$ cat src/pkg/owd_consts.vh
/*
  option word decoder constants: word layout, field positions, reset
  values and start-time figures.
  assumes a 125 MHz ref_clk and six 13-bit option words.
*/
`ifndef OWD_CONSTS_VH
`define OWD_CONSTS_VH

// ************************************************************
// storage geometry
// ************************************************************
`define OWD_WORD_W 13
`define OWD_NUM_WORDS 6
`define OWD_OPT_W 78
`define OWD_ADDR_W 3
`define OWD_REG_ADDR_W 4
`define OWD_LAST_ADDR 3'h5
`define OWD_STATUS_ADDR 4'h6
`define OWD_ERASED_WORD 13'h1fff

// ************************************************************
// bit positions in the flat option vector
// ************************************************************
`define OWD_B_PROTECT_N 0
`define OWD_B_USB_MODE 1
`define OWD_B_PULLUP_N 2
`define OWD_B_START_LO 3
`define OWD_B_CLK_LO 5
`define OWD_B_PIN_LO 7
`define OWD_B_FIXED_ZERO 9
`define OWD_B_ADC_RUN 10
`define OWD_B_FIXED_ZERO_A 11
`define OWD_B_FIXED_ZERO_B 12
`define OWD_B_EP_LAYOUT_LO 13
`define OWD_B_EP_BASE 16
`define OWD_EP_STRIDE 5
`define OWD_NUM_EP 5
`define OWD_B_OWNER_LO 43
`define OWD_OWNER_W 17
`define OWD_B_VER_SEL 65

// ************************************************************
// endpoint layout table: per selection, ep5..ep1 of {enable, size code}
// ************************************************************
`define OWD_EPMAP_000 15'h0007
`define OWD_EPMAP_001 15'h003f
`define OWD_EPMAP_010 15'h01b7
`define OWD_EPMAP_011 15'h0b77
`define OWD_EPMAP_100 15'h4977
`define OWD_EPMAP_101 15'h5b6f
`define OWD_EPMAP_110 15'h0db6
`define OWD_EPMAP_111 15'h5bb6

// ************************************************************
// decoded values
// ************************************************************
`define OWD_MULT_X2 3'h2
`define OWD_MULT_X4 3'h4
`define OWD_MULT_X6 3'h6
`define OWD_MULT_NONE 3'h0
`define OWD_PINS_20 6'h14
`define OWD_PINS_24 6'h18
`define OWD_PINS_40 6'h28
`define OWD_PINS_44 6'h2c
`define OWD_BYTES_8 7'h08
`define OWD_BYTES_16 7'h10
`define OWD_BYTES_32 7'h20
`define OWD_BYTES_64 7'h40

// ************************************************************
// start time / watchdog timeout
// ************************************************************
`define OWD_CLK_MHZ 125
`define OWD_START_T0_US 500
`define OWD_START_T1_MS 2
`define OWD_START_T2_MS 4
`define OWD_START_T3_MS 8
// the four figures above as ref_clk cycles, sized to the counter
`define OWD_START_CYC0 20'h0_f424
`define OWD_START_CYC1 20'h3_d090
`define OWD_START_CYC2 20'h7_a120
`define OWD_START_CYC3 20'hf_4240
`define OWD_CYC_W 20

`endif

$ cat src/rtl/owd_decoder.v
/*
  option word decoder: holds the programmed option words, loads them
  once after reset and drives the decoded chip settings.
  assumes a programmer on the plain register port and dependent logic
  that waits for cfg_valid_q before using any setting.
*/
// Summary of operation
// RULE1: protect bit low enables code protection
// RULE2: mode bit low disables usb controller
// RULE3: pull-up bit low connects D+ resistor; code connects it only while the usb mode bit is high
// RULE4: start field sets oscillator start, watchdog
// RULE5: clock field selects crystal times 2/4/6
// RULE6: package field selects 20/24/40/44 pins
// RULE7: hold bit low halts cpu during conversion
// RULE8: programmer writes zero into bit nine
// RULE9: programmer writes zero into bits 11, 12
// RULE10: layouts 000-100 set endpoints and fifo sizes
// RULE11: layouts 101-111 set endpoints; rest disabled
// RULE12: endpoint type and direction fields decoded
// RULE13: packet size clipped to fifo size
// RULE14: version bit zero selects spi variant
// RULE15: owner tag stored, no behavioural effect
// RULE16: words loaded once after reset, then held
`timescale 1ns/1ns
`default_nettype none
`include "owd_consts.vh"

module owd_decoder
#(
  parameter [`OWD_CYC_W-1:0] START_CYC0 = `OWD_START_CYC0,
  parameter [`OWD_CYC_W-1:0] START_CYC1 = `OWD_START_CYC1,
  parameter [`OWD_CYC_W-1:0] START_CYC2 = `OWD_START_CYC2,
  parameter [`OWD_CYC_W-1:0] START_CYC3 = `OWD_START_CYC3
)
(
  input wire ref_clk,
  input wire rst_b,
  input wire [`OWD_REG_ADDR_W-1:0] reg_addr,
  input wire [`OWD_WORD_W-1:0] reg_wdata,
  input wire reg_wr,
  input wire reg_rd,
  output reg [`OWD_WORD_W-1:0] reg_rdata_q,
  output reg cfg_valid_q,
  output reg protect_en_q,
  output reg usb_mode_q,
  output reg dp_pullup_en_q,
  output reg [1:0] start_time_sel_q,
  output reg [`OWD_CYC_W-1:0] start_cycles_q,
  output reg [2:0] clk_mult_q,
  output reg clk_sel_bad_q,
  output reg [5:0] pin_count_q,
  output reg adc_hold_en_q,
  output reg [4:0] ep_enable_q,
  output reg [9:0] ep_xfer_kind_q,
  output reg [4:0] ep_dir_q,
  output reg [34:0] ep_fifo_bytes_q,
  output reg [34:0] ep_pkt_bytes_q,
  output reg spi_variant_q,
  output reg [`OWD_OWNER_W-1:0] owner_tag_q
);

  localparam [1:0] ST_LOAD = 2'h0;
  localparam [1:0] ST_DEC = 2'h1;
  localparam [1:0] ST_DONE = 2'h2;

  reg [1:0] state_q;
  reg [1:0] state_d;
  reg [`OWD_ADDR_W-1:0] cnt_q;
  reg cap_vld_q;
  reg [`OWD_ADDR_W-1:0] cap_idx_q;
  reg [`OWD_OPT_W-1:0] opt_q;
  reg fixed_bad_q;
  reg kind_bad_q;
  wire [`OWD_WORD_W-1:0] mem_rdata;
  wire load_rd;
  wire prog_wr;

  // ************************************************************
  // option word storage
  // ************************************************************
  assign prog_wr = reg_wr &&
    (reg_addr[`OWD_REG_ADDR_W-1:`OWD_ADDR_W] == 1'h0) &&
    (reg_addr[`OWD_ADDR_W-1:0] <= `OWD_LAST_ADDR);
  assign load_rd = (state_q == ST_LOAD) && (cnt_q <= `OWD_LAST_ADDR);

  owd_opt_store i_owd_opt_store
  (
    .ref_clk(ref_clk),
    .wr_en(prog_wr),
    .wr_addr(reg_addr[`OWD_ADDR_W-1:0]),
    .wr_data(reg_wdata),
    .rd_en(load_rd),
    .rd_addr(cnt_q),
    .rd_data_q(mem_rdata)
  );

  // ************************************************************
  // loader: one pass over the words after reset, then idle
  // ************************************************************
  always @*
  begin
    state_d = state_q;
    case (state_q)
      ST_LOAD:
        if (cap_vld_q && (cap_idx_q == `OWD_LAST_ADDR))
          state_d = ST_DEC;
      ST_DEC:
        state_d = ST_DONE;
      ST_DONE:
        state_d = ST_DONE; // RULE16
      default:
        state_d = ST_LOAD;
    endcase
  end

  always @(posedge ref_clk)
  begin
    if (!rst_b)
    begin
      state_q <= ST_LOAD;
      cnt_q <= 3'h0;
      cap_vld_q <= 1'b0;
      cap_idx_q <= 3'h0;
      opt_q <= {`OWD_OPT_W{1'b1}};
    end
    else
    begin
      state_q <= state_d;
      cap_vld_q <= load_rd;
      cap_idx_q <= cnt_q;
      if (load_rd)
        cnt_q <= cnt_q + 3'h1;
      if (cap_vld_q)
        opt_q[cap_idx_q*`OWD_WORD_W +: `OWD_WORD_W] <= mem_rdata; // RULE16
    end
  end

  // ************************************************************
  // endpoint decode
  // ************************************************************
  function [2:0] ep_map;
    input [2:0] sel;
    input integer idx;
    reg [14:0] row;
    begin
      case (sel)
        3'h0: row = `OWD_EPMAP_000; // RULE10
        3'h1: row = `OWD_EPMAP_001; // RULE10
        3'h2: row = `OWD_EPMAP_010; // RULE10
        3'h3: row = `OWD_EPMAP_011; // RULE10
        3'h4: row = `OWD_EPMAP_100; // RULE10
        3'h5: row = `OWD_EPMAP_101; // RULE11
        3'h6: row = `OWD_EPMAP_110; // RULE11
        default: row = `OWD_EPMAP_111; // RULE11
      endcase
      ep_map = row[idx*3 +: 3];
    end
  endfunction

  function [6:0] bytes_of;
    input [1:0] code;
    begin
      case (code)
        2'h0: bytes_of = `OWD_BYTES_8;
        2'h1: bytes_of = `OWD_BYTES_16;
        2'h2: bytes_of = `OWD_BYTES_32;
        default: bytes_of = `OWD_BYTES_64;
      endcase
    end
  endfunction

  wire [2:0] layout_sel;
  wire [4:0] ep_en_d;
  wire [9:0] ep_kind_d;
  wire [4:0] ep_dir_d;
  wire [34:0] ep_fifo_d;
  wire [34:0] ep_pkt_d;
  wire [4:0] ep_kind_bad;

  assign layout_sel = opt_q[`OWD_B_EP_LAYOUT_LO +: 3];

  genvar g;
  generate
    for (g = 0; g < `OWD_NUM_EP; g = g + 1)
    begin : g_ep
      localparam integer BASE = `OWD_B_EP_BASE + g * `OWD_EP_STRIDE;
      wire [2:0] map = ep_map(layout_sel, g);
      wire [1:0] size_code = opt_q[BASE+3 +: 2];
      // a disabled endpoint reports no fifo and no packet size
      wire [1:0] eff_code = (size_code > map[1:0]) ? map[1:0] :
        size_code; // RULE13
      assign ep_en_d[g] = map[2] & opt_q[`OWD_B_USB_MODE]; // RULE2
      assign ep_kind_d[2*g +: 2] = opt_q[BASE +: 2]; // RULE12
      assign ep_dir_d[g] = opt_q[BASE+2]; // RULE12
      assign ep_fifo_d[7*g +: 7] = ep_en_d[g] ? bytes_of(map[1:0]) :
        7'h00;
      assign ep_pkt_d[7*g +: 7] = ep_en_d[g] ? bytes_of(eff_code) :
        7'h00; // RULE13
      // type code 00 is undefined; only flagged on live endpoints
      assign ep_kind_bad[g] = ep_en_d[g] &&
        (opt_q[BASE +: 2] == 2'h0); // RULE12
    end
  endgenerate

  // ************************************************************
  // chip level decode
  // ************************************************************
  reg [`OWD_CYC_W-1:0] start_cyc_d;
  reg [2:0] mult_d;
  reg [5:0] pins_d;

  always @*
  begin
    case (opt_q[`OWD_B_START_LO +: 2])
      2'h0: start_cyc_d = START_CYC0; // RULE4
      2'h1: start_cyc_d = START_CYC1; // RULE4
      2'h2: start_cyc_d = START_CYC2; // RULE4
      default: start_cyc_d = START_CYC3; // RULE4
    endcase
    case (opt_q[`OWD_B_CLK_LO +: 2])
      2'h0: mult_d = `OWD_MULT_X2; // RULE5
      2'h1: mult_d = `OWD_MULT_X4; // RULE5
      2'h2: mult_d = `OWD_MULT_X6; // RULE5
      default: mult_d = `OWD_MULT_NONE; // RULE5
    endcase
    case (opt_q[`OWD_B_PIN_LO +: 2])
      2'h0: pins_d = `OWD_PINS_20; // RULE6
      2'h1: pins_d = `OWD_PINS_24; // RULE6
      2'h2: pins_d = `OWD_PINS_40; // RULE6
      default: pins_d = `OWD_PINS_44; // RULE6
    endcase
  end

  // ************************************************************
  // settings: safe values until the load ends, then frozen
  // ************************************************************
  always @(posedge ref_clk)
  begin
    if (!rst_b)
    begin
      cfg_valid_q <= 1'b0;
      protect_en_q <= 1'b1;
      usb_mode_q <= 1'b0;
      dp_pullup_en_q <= 1'b0;
      start_time_sel_q <= 2'h3;
      start_cycles_q <= START_CYC3;
      clk_mult_q <= `OWD_MULT_NONE;
      clk_sel_bad_q <= 1'b0;
      pin_count_q <= 6'h00;
      adc_hold_en_q <= 1'b0;
      ep_enable_q <= 5'h00;
      ep_xfer_kind_q <= 10'h000;
      ep_dir_q <= 5'h00;
      ep_fifo_bytes_q <= 35'h0_0000_0000;
      ep_pkt_bytes_q <= 35'h0_0000_0000;
      spi_variant_q <= 1'b0;
      owner_tag_q <= 17'h0_0000;
      fixed_bad_q <= 1'b0;
      kind_bad_q <= 1'b0;
    end
    else if (state_q == ST_DEC)
    begin
      cfg_valid_q <= 1'b1; // RULE16
      protect_en_q <= ~opt_q[`OWD_B_PROTECT_N]; // RULE1
      usb_mode_q <= opt_q[`OWD_B_USB_MODE]; // RULE2
      // the pull-up means nothing with the transceiver closed
      dp_pullup_en_q <= ~opt_q[`OWD_B_PULLUP_N] &
        opt_q[`OWD_B_USB_MODE]; // RULE3
      start_time_sel_q <= opt_q[`OWD_B_START_LO +: 2]; // RULE4
      start_cycles_q <= start_cyc_d; // RULE4
      clk_mult_q <= mult_d; // RULE5
      clk_sel_bad_q <= (opt_q[`OWD_B_CLK_LO +: 2] == 2'h3); // RULE5
      pin_count_q <= pins_d; // RULE6
      adc_hold_en_q <= ~opt_q[`OWD_B_ADC_RUN]; // RULE7
      ep_enable_q <= ep_en_d; // RULE10
      ep_xfer_kind_q <= ep_kind_d; // RULE12
      ep_dir_q <= ep_dir_d; // RULE12
      ep_fifo_bytes_q <= ep_fifo_d; // RULE11
      ep_pkt_bytes_q <= ep_pkt_d; // RULE13
      spi_variant_q <= ~opt_q[`OWD_B_VER_SEL]; // RULE14
      owner_tag_q <= opt_q[`OWD_B_OWNER_LO +: `OWD_OWNER_W]; // RULE15
      // fixed bits are only reported; decode goes ahead regardless
      fixed_bad_q <= opt_q[`OWD_B_FIXED_ZERO] | // RULE8
        opt_q[`OWD_B_FIXED_ZERO_A] | opt_q[`OWD_B_FIXED_ZERO_B]; // RULE9
      kind_bad_q <= |ep_kind_bad;
    end
  end

  // ************************************************************
  // register read port
  // ************************************************************
  always @(posedge ref_clk)
  begin
    if (!rst_b)
      reg_rdata_q <= 13'h0000;
    else if (reg_rd)
    begin
      if (reg_addr == `OWD_STATUS_ADDR)
        reg_rdata_q <= {8'h00, kind_bad_q, fixed_bad_q, clk_sel_bad_q,
          (state_q != ST_DONE), cfg_valid_q};
      else if ((reg_addr[`OWD_REG_ADDR_W-1:`OWD_ADDR_W] == 1'h0) &&
        (reg_addr[`OWD_ADDR_W-1:0] <= `OWD_LAST_ADDR))
        // loaded copy, not the store: shows what the chip runs with
        reg_rdata_q <= opt_q[reg_addr[`OWD_ADDR_W-1:0]*`OWD_WORD_W +:
          `OWD_WORD_W];
      else
        reg_rdata_q <= 13'h0000;
    end
    else
      reg_rdata_q <= 13'h0000;
  end

endmodule // owd_decoder

`default_nettype wire

$ cat src/rtl/owd_opt_store.v
/*
  option word store: eight words of 13 bits, one write port, one read
  port whose data come out of a register one cycle after the request.
  assumes the writer never asks for an address above seven.
*/
`timescale 1ns/1ns
`default_nettype none
`include "owd_consts.vh"

module owd_opt_store
(
  input wire ref_clk,
  input wire wr_en,
  input wire [`OWD_ADDR_W-1:0] wr_addr,
  input wire [`OWD_WORD_W-1:0] wr_data,
  input wire rd_en,
  input wire [`OWD_ADDR_W-1:0] rd_addr,
  output reg [`OWD_WORD_W-1:0] rd_data_q
);

  reg [`OWD_WORD_W-1:0] mem [0:7];
  integer i;

  // ************************************************************
  // blank part reads erased (all ones); contents survive reset
  // ************************************************************
  initial
  begin
    for (i = 0; i < 8; i = i + 1)
      mem[i] = `OWD_ERASED_WORD;
  end

  always @(posedge ref_clk)
  begin
    if (wr_en)
      mem[wr_addr] <= wr_data;
    if (rd_en)
      rd_data_q <= mem[rd_addr];
  end

endmodule // owd_opt_store

`default_nettype wire

$ cat config.mk
export PLATFORM = sky130hd
export DESIGN_NAME = owd_decoder
export DESIGN_NICKNAME = d
export VERILOG_FILES = /design/src/rtl/owd_decoder.v /design/src/rtl/owd_opt_store.v
export VERILOG_INCLUDE_DIRS = /design/src /design/src/pkg
export SDC_FILE = /design/constraint.sdc
export NUM_CORES = 1
export LEC_CHECK = 0
export BUFFER_PORTS_ARGS = -buffer_cell sky130_fd_sc_hd__buf_2
export CORE_MARGIN = 2
export CORE_UTILIZATION = 59
export DETAILED_ROUTE_END_ITERATION = 10
export PLACE_DENSITY = 0.82
export SLEW_MARGIN = 40
export SYNTH_ARGS = -nofsm -noshare
export SYNTH_HDL_FRONTEND = slang
export SYNTH_SLANG_ARGS = --single-unit
$ cat constraint.sdc
create_clock -name ref_clk -period 3.9 [get_ports ref_clk]
set_input_delay 0.39 -clock ref_clk [delete_from_list [all_inputs] [get_ports ref_clk]]
set_output_delay 0.39 -clock ref_clk [all_outputs]
set_load 0.02 [all_outputs]
# After elaboration in Yosys (flattened, before gate mapping)
# Memories as Yosys holds them, arrays and structs flattened. A register that Yosys moved wholly into a read port is not among the register bits.
# Index checks and enable logic that the tools add are counted.
# word_totals
register_bits,247
mem_bits_rw,104
input_bits,21
elab_cells,166
n_memories,1
# mem_list
memory,depth,word_bits,rd,rd_clocked_by_memory_dff,write_ports,line_no,text
i_owd_opt_store.mem,8,13,1,1,1,owd_opt_store.v:21,reg [`OWD_WORD_W-1:0] mem [0:7];
# op_classes
n_addsub,2
multipliers,2
order_cmp,7
eq_ne,39
shifts,3
n_mux,36
bitwise_logic,16
n_reduce_logical,34
# op_table
cell,count
7-bit one-hot mux with 3 select lines,10
15-bit one-hot mux with 7 select lines,1
78-bit bitwise mux,1
"13-bit by 34-bit variable shift with 78-bit output, first input constant",1
13-bit by 34-bit variable part select with 78-bit output,1
78-bit by 8-bit variable part select with 13-bit output,1
7-bit 2-to-1 mux,10
20-bit one-hot mux with 3 select lines,1
2-bit zero test,19
7-bit negation with 34-bit output,1
"2-bit == test, second input constant",15
"2-bit by 1-bit == test with 1-bit output, second input constant",14
6-bit one-hot mux with 3 select lines,1
"3-bit by 4-bit multiplier with 7-bit output, second input constant",2
"3-bit == test, second input constant",4
2-bit 2-to-1 mux,6
2-bit greater-than comparator,5
1-bit logical AND,10
5-bit 2-to-1 mux,2
3-bit one-hot mux with 3 select lines,1
1-bit inverter,8
1-bit AND,6
"3-bit by 2-bit == test with 1-bit output, second input constant",2
"3-bit <= comparator, second input constant",2
13 further kinds,15

# Depth between registers and ports, before layout
# Gate-level depths: netlist of run 1.
# depth
word_depth,7
mapped_depth,10

# Modules after synthesis
# Synthesis of run 1 repeated with hierarchy kept, for this count alone.
# hier_totals
hier_cells,1101
hier_area_um2,12892.4
# by_module_without_submodules
module,n_inst,cells_each,area_per_inst_um2,seq_area_each_um2
owd_decoder,1,925,8446.9,3983.8
owd_opt_store,1,176,4445.5,3513.4

# Worst setup path after synthesis of run 1
# No wires, ideal clock.
# synth_timing
kind,register to register
startpoint,reg state_q[0]
endpoint,reg cnt_q[2]
setup_ps,115
arrival_time_ps,2312
required_ps,3785
slack_ps,1473
stages_incl_launch_ff,7
synth_period_minus_slack_ps,2427
cell_sequence,dfxtp_1 -> inv_1 -> ha_1 -> a21boi_0 -> nand2_1 -> xnor2_1 -> and2_1
# synth_between
elab_chain_len,2
# synth_lines
element,line_no,text
"start, declared",owd_decoder.v:66,reg [1:0] state_q;
"start signal, assigned",owd_decoder.v:128,state_q <= state_d;
2-bit zero test,owd_decoder.v:84,assign load_rd = (state_q == ST_LOAD) && (cnt_q <= `OWD_LAST_ADDR);
1-bit logical AND,owd_decoder.v:84,
named net i_owd_opt_store.rd_en,owd_opt_store.v:16,"input wire rd_en,"
"end signal, assigned",owd_decoder.v:132,cnt_q <= cnt_q + 3'h1;
"end, declared",owd_decoder.v:68,reg [`OWD_ADDR_W-1:0] cnt_q;
# The timed path passes the listed nets, and every way through them passes these cells.
# A chain may end at the register's enable or synchronous reset.

# Worst setup path after layout of run 1
# layout_timing
startpoint,reg opt_q[14]
endpoint,reg ep_pkt_bytes_q[26]
# layout_between
elab_chain_len,7
word_cells_on_any_way,16
cone_classes,order compare: 1; eq/ne: 8; mux: 4; bitwise: 1; reduce/logical: 2
# layout_lines
element,line_no,text
"start, declared",owd_decoder.v:71,reg [`OWD_OPT_W-1:0] opt_q;
"start signal, assigned",owd_decoder.v:124,opt_q <= {`OWD_OPT_W{1'b1}};
"start signal, assigned by index",owd_decoder.v:134,opt_q[cap_idx_q*`OWD_WORD_W +: `OWD_WORD_W] <= mem_rdata;
"3-bit == test, or another cell as far along",owd_decoder.v:146,case (sel)
15-bit one-hot mux with 7 select lines (*),owd_decoder.v:146,
2-bit greater-than comparator,owd_decoder.v:190,wire [1:0] eff_code = (size_code > map[1:0]) ? map[1:0] :
2-bit 2-to-1 mux,owd_decoder.v:190,
"2-bit == test, or another cell as far along",owd_decoder.v:163,case (code)
7-bit one-hot mux with 3 select lines,owd_decoder.v:163,
7-bit 2-to-1 mux (*),owd_decoder.v:197,assign ep_pkt_d[7*g +: 7] = ep_en_d[g] ? bytes_of(eff_code) :
"end signal, assigned",owd_decoder.v:279,ep_pkt_bytes_q <= ep_pkt_d;
"end, declared",owd_decoder.v:57,"output reg [34:0] ep_pkt_bytes_q,"
# Mark *: on every way between the ends. The rest lies on a longest branch, timed or not.

==> impl_summary.log, run 1 <==
[metrics] total of cells resized after clock tree synthesis: 0
[metrics] global route overflow: 0
[metrics] end point of the critical path: ep_pkt_bytes_q[26]$_SDFFE_PN0N_
[metrics] switching part of the total power: 23.2%
[metrics] number of maximum-capacitance constraint violations: 0
[metrics] number of global-route vias before repair: around 8400
[metrics] # fillers: 1501
[metrics] clock share of power: approximately 43%
[metrics] power density over the cells: 503 nW/um^2
[metrics] most common cell after layout, fill and taps aside: dfxtp_1
[metrics] remaining antenna violation count: 0
[metrics] Overall Power: 7.40 mW
[metrics] Chip Height: roughly 150 um
[metrics] first-pass GRT wire length: roughly 44 mm
[metrics] type of the setup path with the least slack: flop to flop
[metrics] number of antenna violations at the first check in global routing: 1
[metrics] maximum clock rate: a little over 400 MHz
[metrics] Fin. Hold Viols: 0
[metrics] sequential share of power: roughly 50%
[metrics] total number of yosys warnings: 0
[metrics] RePlAce Congestion: approximately 0.88
[metrics] wire length per cell: 18.8 um
[metrics] final slew viol count: 0
[metrics] required time of the critical path: around 4.4 ns
[metrics] GRT Util Overall: between 20% and 30%
[metrics] Cell Rows: 53
[metrics] combinational share of power: slightly below 7%
[metrics] leakage power figure: 6.03 nW
[metrics] path category of the worst min-delay check: input pin to flop
[metrics] HPWL after detailed placement: ~19 mm
[metrics] total length of routed wires: 28.9 mm
[metrics] clk sink count: 316
[metrics] initial drt markers: ~860
[metrics] initial cell density of the core: about three fifths
[metrics] setup slack of the most critical reg-to-reg path: about 1.5 ns
[metrics] commonest cells after routing, fill and taps aside: dfxtp_1 (198), nand2_1 (186), buf_2 (136)
[metrics] clock buffer count from CTS: 31
[metrics] io pins: about 180
[metrics] buffer count from post-CTS setup fixing: 0
[metrics] cell count after synthesis: about 1100
[metrics] cells on worst reg2reg path: 7
[metrics] peak ir drop on the vdd network: 566 uV
[metrics] EDFF count, synth: between 100 and 150
[metrics] Clk Latency, worst-skew pair: ~0.56 ns
[metrics] total setup violations reported at the end of the flow: 0
[metrics] peak fanout along the critical path: 14
[metrics] leading area contributor after synthesis: dfxtp_1
[metrics] clock tree from TritonCTS: built
[metrics] Psw: ~1.7 mW
[metrics] run status: finished, final reports clean
[metrics] RR Startpoint: opt_q[14]$_SDFFE_PN1P_
[metrics] number of library cell types mapped by synthesis: 54
[metrics] clock period minus final worst setup slack: between 2 and 2.5 ns
[metrics] area share of the largest cell type after synthesis: slightly above 30%
[metrics] mean area per synthesized cell: around 12 um^2
[metrics] PortBufs: around 140
[metrics] proportion of synthesized chip area in sequential cells: about three fifths
[metrics] routed vias: 8696
[metrics] ratio of cells with drive above 1 in the final layout: a little over a fifth
[metrics] area of the die: between 20000 and 25000 um^2
[metrics] count of TritonRoute iterations in the first routing pass: 6
[metrics] Critical Path AT: 2.94 ns
[metrics] post-synthesis instance area: between 10000 and 15000 um^2
[metrics] clock transition at the register clock pins on the worst setup and hold paths after CTS: about 0.060 ns
[metrics] slew at the pin with the worst max-slew slack: approximately 0.81 ns
[metrics] DRC violation count after routing: 0
[metrics] Max Clock Skew: ~0.0097 ns
[metrics] FF+latch count, synth: roughly 320
[metrics] Final Cycle Share: between 60% and 70%
[metrics] r2r endpoint: ep_pkt_bytes_q[26]$_SDFFE_PN0N_
[metrics] type of element capturing the critical path: flop
[metrics] core outline area: 21200 um^2
[metrics] relative max-transition margin: ~45%
[metrics] type of element launching the critical path: flop
[metrics] Synth async-reset ratio: 0%
[metrics] Max Root-Sink Buffers: 3
[metrics] Power Internal: roughly 5.7 mW
[metrics] post-detailed-route via-to-cell ratio: between 5 and 6
[metrics] Layout area overhead: 14.7%
[metrics] horizontal extent of the die: between 150 and 200 um
[metrics] Post-CTS Hold Buffers: 0
[metrics] top_reg_cell synth: dfxtp_1
[metrics] first element of the critical path: opt_q[14]$_SDFFE_PN1P_
[metrics] RSZ-0062 raised after global routing: false
[metrics] leading post-synthesis cells by cell area: dfxtp_1 (31%), edfxtp_1 (27%), mux2i_1 (6.1%)
[metrics] H-tree levels: 1
[metrics] final-layout setup total negative slack: 0 ns
[metrics] Nets: 1284
[metrics] pin count of the biggest net entering global routing: 76
[metrics] root buf cell: clkbuf_16
-- synth_stat cells (5+ instances only) --
master,n
inv_1,25
buf_2,11
o211ai_1,6
a21boi_0,6
nand2b_1,8
buf_4,51
o21ai_0,32
a211oi_1,8
mux4_2,30
and2_1,15
nand2_1,186
a32o_1,9
ha_1,26
a221oi_1,9
edfxtp_1,117
a22o_1,9
clkbuf_1,49
a21oi_1,17
o211a_1,5
nand3_1,56
mux2i_1,78
dfxtp_1,199
nor2_1,34
nor3_1,10
nor2b_1,44
mux2_2,17
-- cells by family (layout without fill, tap and decap cells) --
logic type               Yosys count  after routing  share of synthesized area (%)
multiplexers                     125            125                           12.9
flip-flops                       316            316                           58.5
buffers and inverters            140            233                           5.82
adder cells (fa/ha/maj)           26             26                           2.54
other                              1             68                         0.0292
AO/OA/AOI/OAI                    120            120                           6.55
XOR/XNOR                           4              4                          0.273
AND/OR/NAND/NOR                  370            370                           13.5
-- routing by layer --
metal	routed length [um]	global-route usage (%)	vias up
li1	-	-	4044
met1	11500	31.9	4127
met2	13700	41.8	429
met3	2340	4.40	96
met4	1350	11.3	0
met5	0	0	-
-- power by group through the flow --
stage | Combinational (mW) | Sequential [mW] | Clock [mW]
5_1_grt | 0.553 | 3.72 | 3.35
2_1_floorplan | 0.435 | 3.69 | 0
6_report | 0.507 | 3.71 | 3.18
3_5_place_dp | 0.492 | 3.78 | 0
4_1_cts | 0.501 | 3.70 | 3.22
3_3_place_gp | 0.476 | 3.77 | 0
-- through the flow --
| stage | hold WS [ns] | util (%) | cell area [um^2] | instances | worst slack [ns] |
|---|---|---|---|---|---|
| floorplan | 0.420 | - | 13100 | 1168 | 1.47 |
| global placement | 0.429 | 64.2 | 13600 | 1478 | 1.46 |
| detailed placement | 0.434 | 64.3 | 13600 | 1478 | 1.49 |
| CTS | 0.0900 | 69.5 | 14700 | 1535 | 1.45 |
| global route | 0.110 | 69.5 | 14700 | 1537 | 1.23 |
| finish | 0.110 | 69.5 | 14700 | 1537 | 1.45 |
-- final cells by class --
class                   count  area (um^2)  share of cell area [%]
diodes                      1         2.50                  0.0170
clock buffers              40          840                    5.71
clock inverters            17          258                    1.75
inverters                  25         93.8                   0.638
multi-input cells         712         4880                    33.2
flip-flops and latches    316         7500                    51.0
well taps                 275          344                    2.34
repair buffers            151          793                    5.39
-- worst min-delay path by stage --
| stage | startpoint | to | slack (ns) | depth (start not counted) |
|---|---|---|---|---|
| finish | reg_wdata[5] | i_owd_opt_store.mem[3][5]$_DFFE_PP_ | 0.11 | 1 |
| global route | reg_wdata[7] | i_owd_opt_store.mem[2][7]$_DFFE_PP_ | 0.11 | 1 |
| CTS | reg_wdata[3] | i_owd_opt_store.mem[3][3]$_DFFE_PP_ | 0.09 | 1 |
| detailed placement | ep_fifo_bytes_q[32]$_SDFFE_PN0N_ | ep_fifo_bytes_q[32]$_SDFFE_PN0N_ | 0.43 | 2 |
| global placement | ep_enable_q[4]$_SDFFE_PN0N_ | ep_enable_q[4]$_SDFFE_PN0N_ | 0.43 | 2 |
| floorplan | kind_bad_q$_SDFFE_PN0N_ | reg_rdata_q[4]$_SDFF_PN0_ | 0.42 | 2 |
-- sequential cells by signal, indices dropped and copies added, names as in the netlist, 2 cells and up --
register                   flops
reg_rdata_q                   13
pin_count_q                    4
ep_enable_q                    5
state_q                        2
ep_fifo_bytes_q               16
start_cycles_q                10
owner_tag_q                   17
i_owd_opt_store.rd_data_q     13
ep_pkt_bytes_q                20
i_owd_opt_store.mem          104
cap_idx_q                      3
opt_q                         78
cnt_q                          3
clk_mult_q                     2
ep_xfer_kind_q                10
start_time_sel_q               2
ep_dir_q                       5
-- worst max-delay path, cell delays in order (launching register included) --
cell and delay [ns]:
dfxtp_1 0.60, nand2b_1 0.20, or2_2 0.34, ha_1 0.29
nor2b_1 0.13, o21ai_0 0.19, mux2i_1 0.40, a32o_1 0.23
Power figures use the tool's default switching activity.
==> run 2, diff against run 1 <==
--- a/config.mk
+++ b/config.mk
@@ -6,11 +6,12 @@
 export SDC_FILE = /design/constraint.sdc
 export NUM_CORES = 1
 export LEC_CHECK = 0
+export ABC_AREA = 1
 export BUFFER_PORTS_ARGS = -buffer_cell sky130_fd_sc_hd__buf_2
 export CORE_MARGIN = 2
-export CORE_UTILIZATION = 59
+export CORE_UTILIZATION = 57
 export DETAILED_ROUTE_END_ITERATION = 10
-export PLACE_DENSITY = 0.82
+export PLACE_DENSITY = 0.79
 export SLEW_MARGIN = 40
 export SYNTH_ARGS = -nofsm -noshare
 export SYNTH_HDL_FRONTEND = slang
==> constraint.sdc (replaced) <==
create_clock -name ref_clk -period 2.3 [get_ports ref_clk]
set_input_delay 0.23 -clock ref_clk [delete_from_list [all_inputs] [get_ports ref_clk]]
set_output_delay 0.23 -clock ref_clk [all_outputs]
set_load 0.02 [all_outputs]
==> impl_summary.log, run 2 <==
[metrics] post-synthesis instance area: between 10000 and 15000 um^2
[metrics] first-pass GRT wire length: around 51 mm
[metrics] Layout area overhead: 16.3%
[metrics] final design utilization: between 60% and 70%
[metrics] pin count of the biggest net entering global routing: between 60 and 70
[metrics] clock tree from TritonCTS: built
[metrics] clock transition at the register clock pins on the worst setup and hold paths after CTS: 0.06 ns
[metrics] Power Internal: a little over 10 mW
[metrics] total setup violations reported at the end of the flow: 0
[metrics] type of the setup path with the least slack: flop to flop
[metrics] sequential share of power: about 47%
[metrics] run status: finished, final reports clean
[metrics] Final Cycle Share: 88.7%
[metrics] peak ir drop on the vdd network: 739 uV
[metrics] setup slack of the most critical reg-to-reg path: ~0.26 ns
[metrics] leading post-synthesis cells by cell area: dfxtp_1 (31%), edfxtp_1 (27%), nand2_1 (11%)
[metrics] commonest cells after routing, fill and taps aside: nand2_1 (395), dfxtp_1 (199), buf_2 (136)
[metrics] most repeated cell in the gate-level netlist after synthesis: nand2_1
[metrics] type of element capturing the critical path: flop
[metrics] Nets: roughly 1600
[metrics] final-layout setup total negative slack: 0 ns
[metrics] global route overflow: 0
[metrics] wire length per cell: about 17 um
[metrics] number of maximum-capacitance constraint violations: 0
[metrics] number of antenna violations at the first check in global routing: 0
[metrics] r2r endpoint: ep_pkt_bytes_q[24]$_SDFFE_PN0N_
[metrics] io pins: 179
[metrics] Max Root-Sink Buffers: 3
[metrics] initial drt markers: 982
[metrics] cells on worst reg2reg path: 12
[metrics] slew at the pin with the worst max-slew slack: just under 0.7 ns
[metrics] Inst Count DP: around 1800
[metrics] leakage power figure: 6.98 nW
[metrics] Synth async-reset ratio: 0%
[metrics] post-detailed-route via-to-cell ratio: approximately 5.5
[metrics] DRC violation count after routing: 0
[metrics] peak fanout along the critical path: 6
[metrics] switching part of the total power: between 20% and 30%
[metrics] most common cell after layout, fill and taps aside: nand2_1
[metrics] EDFF count, synth: ~120
[metrics] area share of the largest cell type after synthesis: 30.8%
[metrics] cell count after synthesis: 1437
[metrics] clock share of power: about 37%
[metrics] buffer count from post-CTS setup fixing: 0
[metrics] count of TritonRoute iterations in the first routing pass: 5
[metrics] ratio of cells with drive above 1 in the final layout: 15.2%
[metrics] top_reg_cell synth: dfxtp_1
[metrics] number of global-route vias before repair: 9868
[metrics] clk sink count: 316
[metrics] RSZ-0062 raised after global routing: false
[metrics] mean area per synthesized cell: approximately 9.0 um^2
[metrics] clock period minus final worst setup slack: 2.04 ns
[metrics] Largest Register: i_owd_opt_store.mem
[metrics] flip-flop count of the largest register, all copies and words added: 104
[metrics] clock buffer count from CTS: 34
[metrics] final slew viol count: 0
[metrics] Chip Height: around 150 um
[metrics] proportion of synthesized chip area in sequential cells: 58.0%
[metrics] combinational share of power: roughly 16%
[metrics] FF+latch count, synth: 316
[metrics] cell depth of the worst min-delay path: 2
[metrics] power density over the cells: approximately 950 nW/um^2
[metrics] Fin. Hold Viols: 0
[metrics] # fillers: between 1500 and 2000
[metrics] Psw: between 4 and 5 mW
[metrics] PortBufs: ~140
[metrics] required time of the critical path: 2.71 ns
[metrics] root buf cell: clkbuf_16
[metrics] Max Clock Skew: 0.0217 ns
[metrics] sink of the worst hold path: opt_q[19]$_SDFFE_PN1P_
[metrics] number of library cell types mapped by synthesis: 39
[metrics] total length of routed wires: 32.7 mm
[metrics] RePlAce Congestion: around 0.94
[metrics] largest registers: i_owd_opt_store.mem (104), opt_q (78), ep_pkt_bytes_q (20)
[metrics] routed vias: around 10000
[metrics] worst hold start: rst_b
[metrics] path category of the worst min-delay check: input pin to flop
[metrics] Critical Path AT: between 2 and 2.5 ns
[metrics] core outline area: between 20000 and 25000 um^2
[metrics] Clk Latency, worst-skew pair: about 0.52 ns
[metrics] GRT Util Overall: between 20% and 30%
[metrics] RR Startpoint: opt_q[13]$_SDFFE_PN1P_
[metrics] leading area contributor after synthesis: dfxtp_1
[metrics] final non-filler cell total: about 1900
[metrics] HPWL after detailed placement: roughly 22 mm
[metrics] remaining antenna violation count: 0
[metrics] relative max-transition margin: 54.0%
[metrics] area of the die: 23900 um^2
[metrics] count of inserted antenna diode cells: 0
[metrics] maximum clock rate: between 400 and 500 MHz
[metrics] leading cell types by count after synthesis: nand2_1 (395), dfxtp_1 (199), edfxtp_1 (117), o21ai_0 (116), nor2_1 (108)
[metrics] horizontal extent of the die: 155 um
[metrics] H-tree levels: 2
[metrics] Cell Rows: 55
[metrics] total number of yosys warnings: 0
[metrics] initial cell density of the core: 57.6%
[metrics] type of element launching the critical path: flop
## run 2: layer usage
layer  share of wire (%)  track usage [%]
met1                  39             35.3
met2                  47             44.9
met3                 9.7             4.60
met4                 3.8             11.2
met5                   0                0
## run 2: layout make-up
class | count | area (um^2) | area share, %
Clock inverter | 10 | 72.6 | 0.483
Clock buffer | 51 | 1010 | 6.70
Timing Repair Buffer | 186 | 1110 | 7.41
Inverter | 103 | 389 | 2.59
Multi-Input combinational cell | 958 | 4590 | 30.5
Tap cell | 285 | 357 | 2.37
Sequential cell | 316 | 7500 | 49.9
## run 2: logic make-up (layout without fill, tap and decap cells)
| group | Yosys count | after routing | share of synthesized area [%] |
|---|---|---|---|
| DFF | 316 | 316 | 58.0 |
| adders and majority gates | 26 | 26 | 2.52 |
| other | 1 | 67 | 0.0290 |
| AOI/OAI and AO/OA | 226 | 226 | 10.3 |
| and+or+nand+nor | 639 | 639 | 20.4 |
| buffers and inverters | 229 | 350 | 8.64 |
## run 2: worst max-delay path by stage
stage                                       from                             endpoint  slack [ns]  depth (start not counted)
after CTS                 opt_q[13]$_SDFFE_PN1P_      ep_pkt_bytes_q[24]$_SDFFE_PN0N_        0.31                         12
after global placement    opt_q[13]$_SDFFE_PN1P_      ep_pkt_bytes_q[26]$_SDFFE_PN0N_        0.45                         12
after global routing      opt_q[13]$_SDFFE_PN1P_      ep_pkt_bytes_q[26]$_SDFFE_PN0N_         0.1                         12
final                     opt_q[13]$_SDFFE_PN1P_      ep_pkt_bytes_q[24]$_SDFFE_PN0N_        0.26                         12
after detailed placement  opt_q[13]$_SDFFE_PN1P_      ep_pkt_bytes_q[26]$_SDFFE_PN0N_        0.35                         12
after floorplan                      reg_addr[2]  i_owd_opt_store.mem[0][0]$_DFFE_PP_        0.23                          4
## run 2: metrics by stage
step / area (um^2) / hold slack [ns] / setup WS, ns / power [mW]
floorplan: 13200 / 0.329 / 0.229 / 8.22
global placement: 13800 / 0.415 / 0.450 / 8.90
detailed placement: 13800 / 0.421 / 0.349 / 8.97
CTS: 15000 / 0.0685 / 0.310 / 14.2
global route: 15000 / 0.105 / 0.0966 / 14.8
finish: 15000 / 0.0838 / 0.261 / 14.2
## run 2: timing repair
| action | 4_1_cts | 5_1_grt |
|---|---|---|
| setup endpoints to repair | 0 | 0 |
| gates resized for setup | 0 | 0 |
| endpoints found under the hold margin | 87 | 0 |
| hold buffers | 13 | 0 |
## run 2: critical path: stages (launching register included)
cell	delay [ns]
dfxtp_1	0.35
inv_1	0.19
nand2_1	0.20
nor2_1	0.22
inv_1	0.07
ha_1	0.30
inv_1	0.05
o21bai_1	0.15
nand3_1	0.09
nand2_1	0.12
inv_1	0.07
nand2_1	0.06
nand2_1	0.05
## run 2: power groups by stage
stage | clock network (mW) | logic [mW] | registers [mW]
floorplan | 0 | 1.63 | 6.60
detailed placement | 0 | 2.15 | 6.82
global placement | 0 | 2.09 | 6.82
CTS | 5.32 | 2.19 | 6.71
global route | 5.53 | 2.49 | 6.75
finish | 5.27 | 2.22 | 6.75
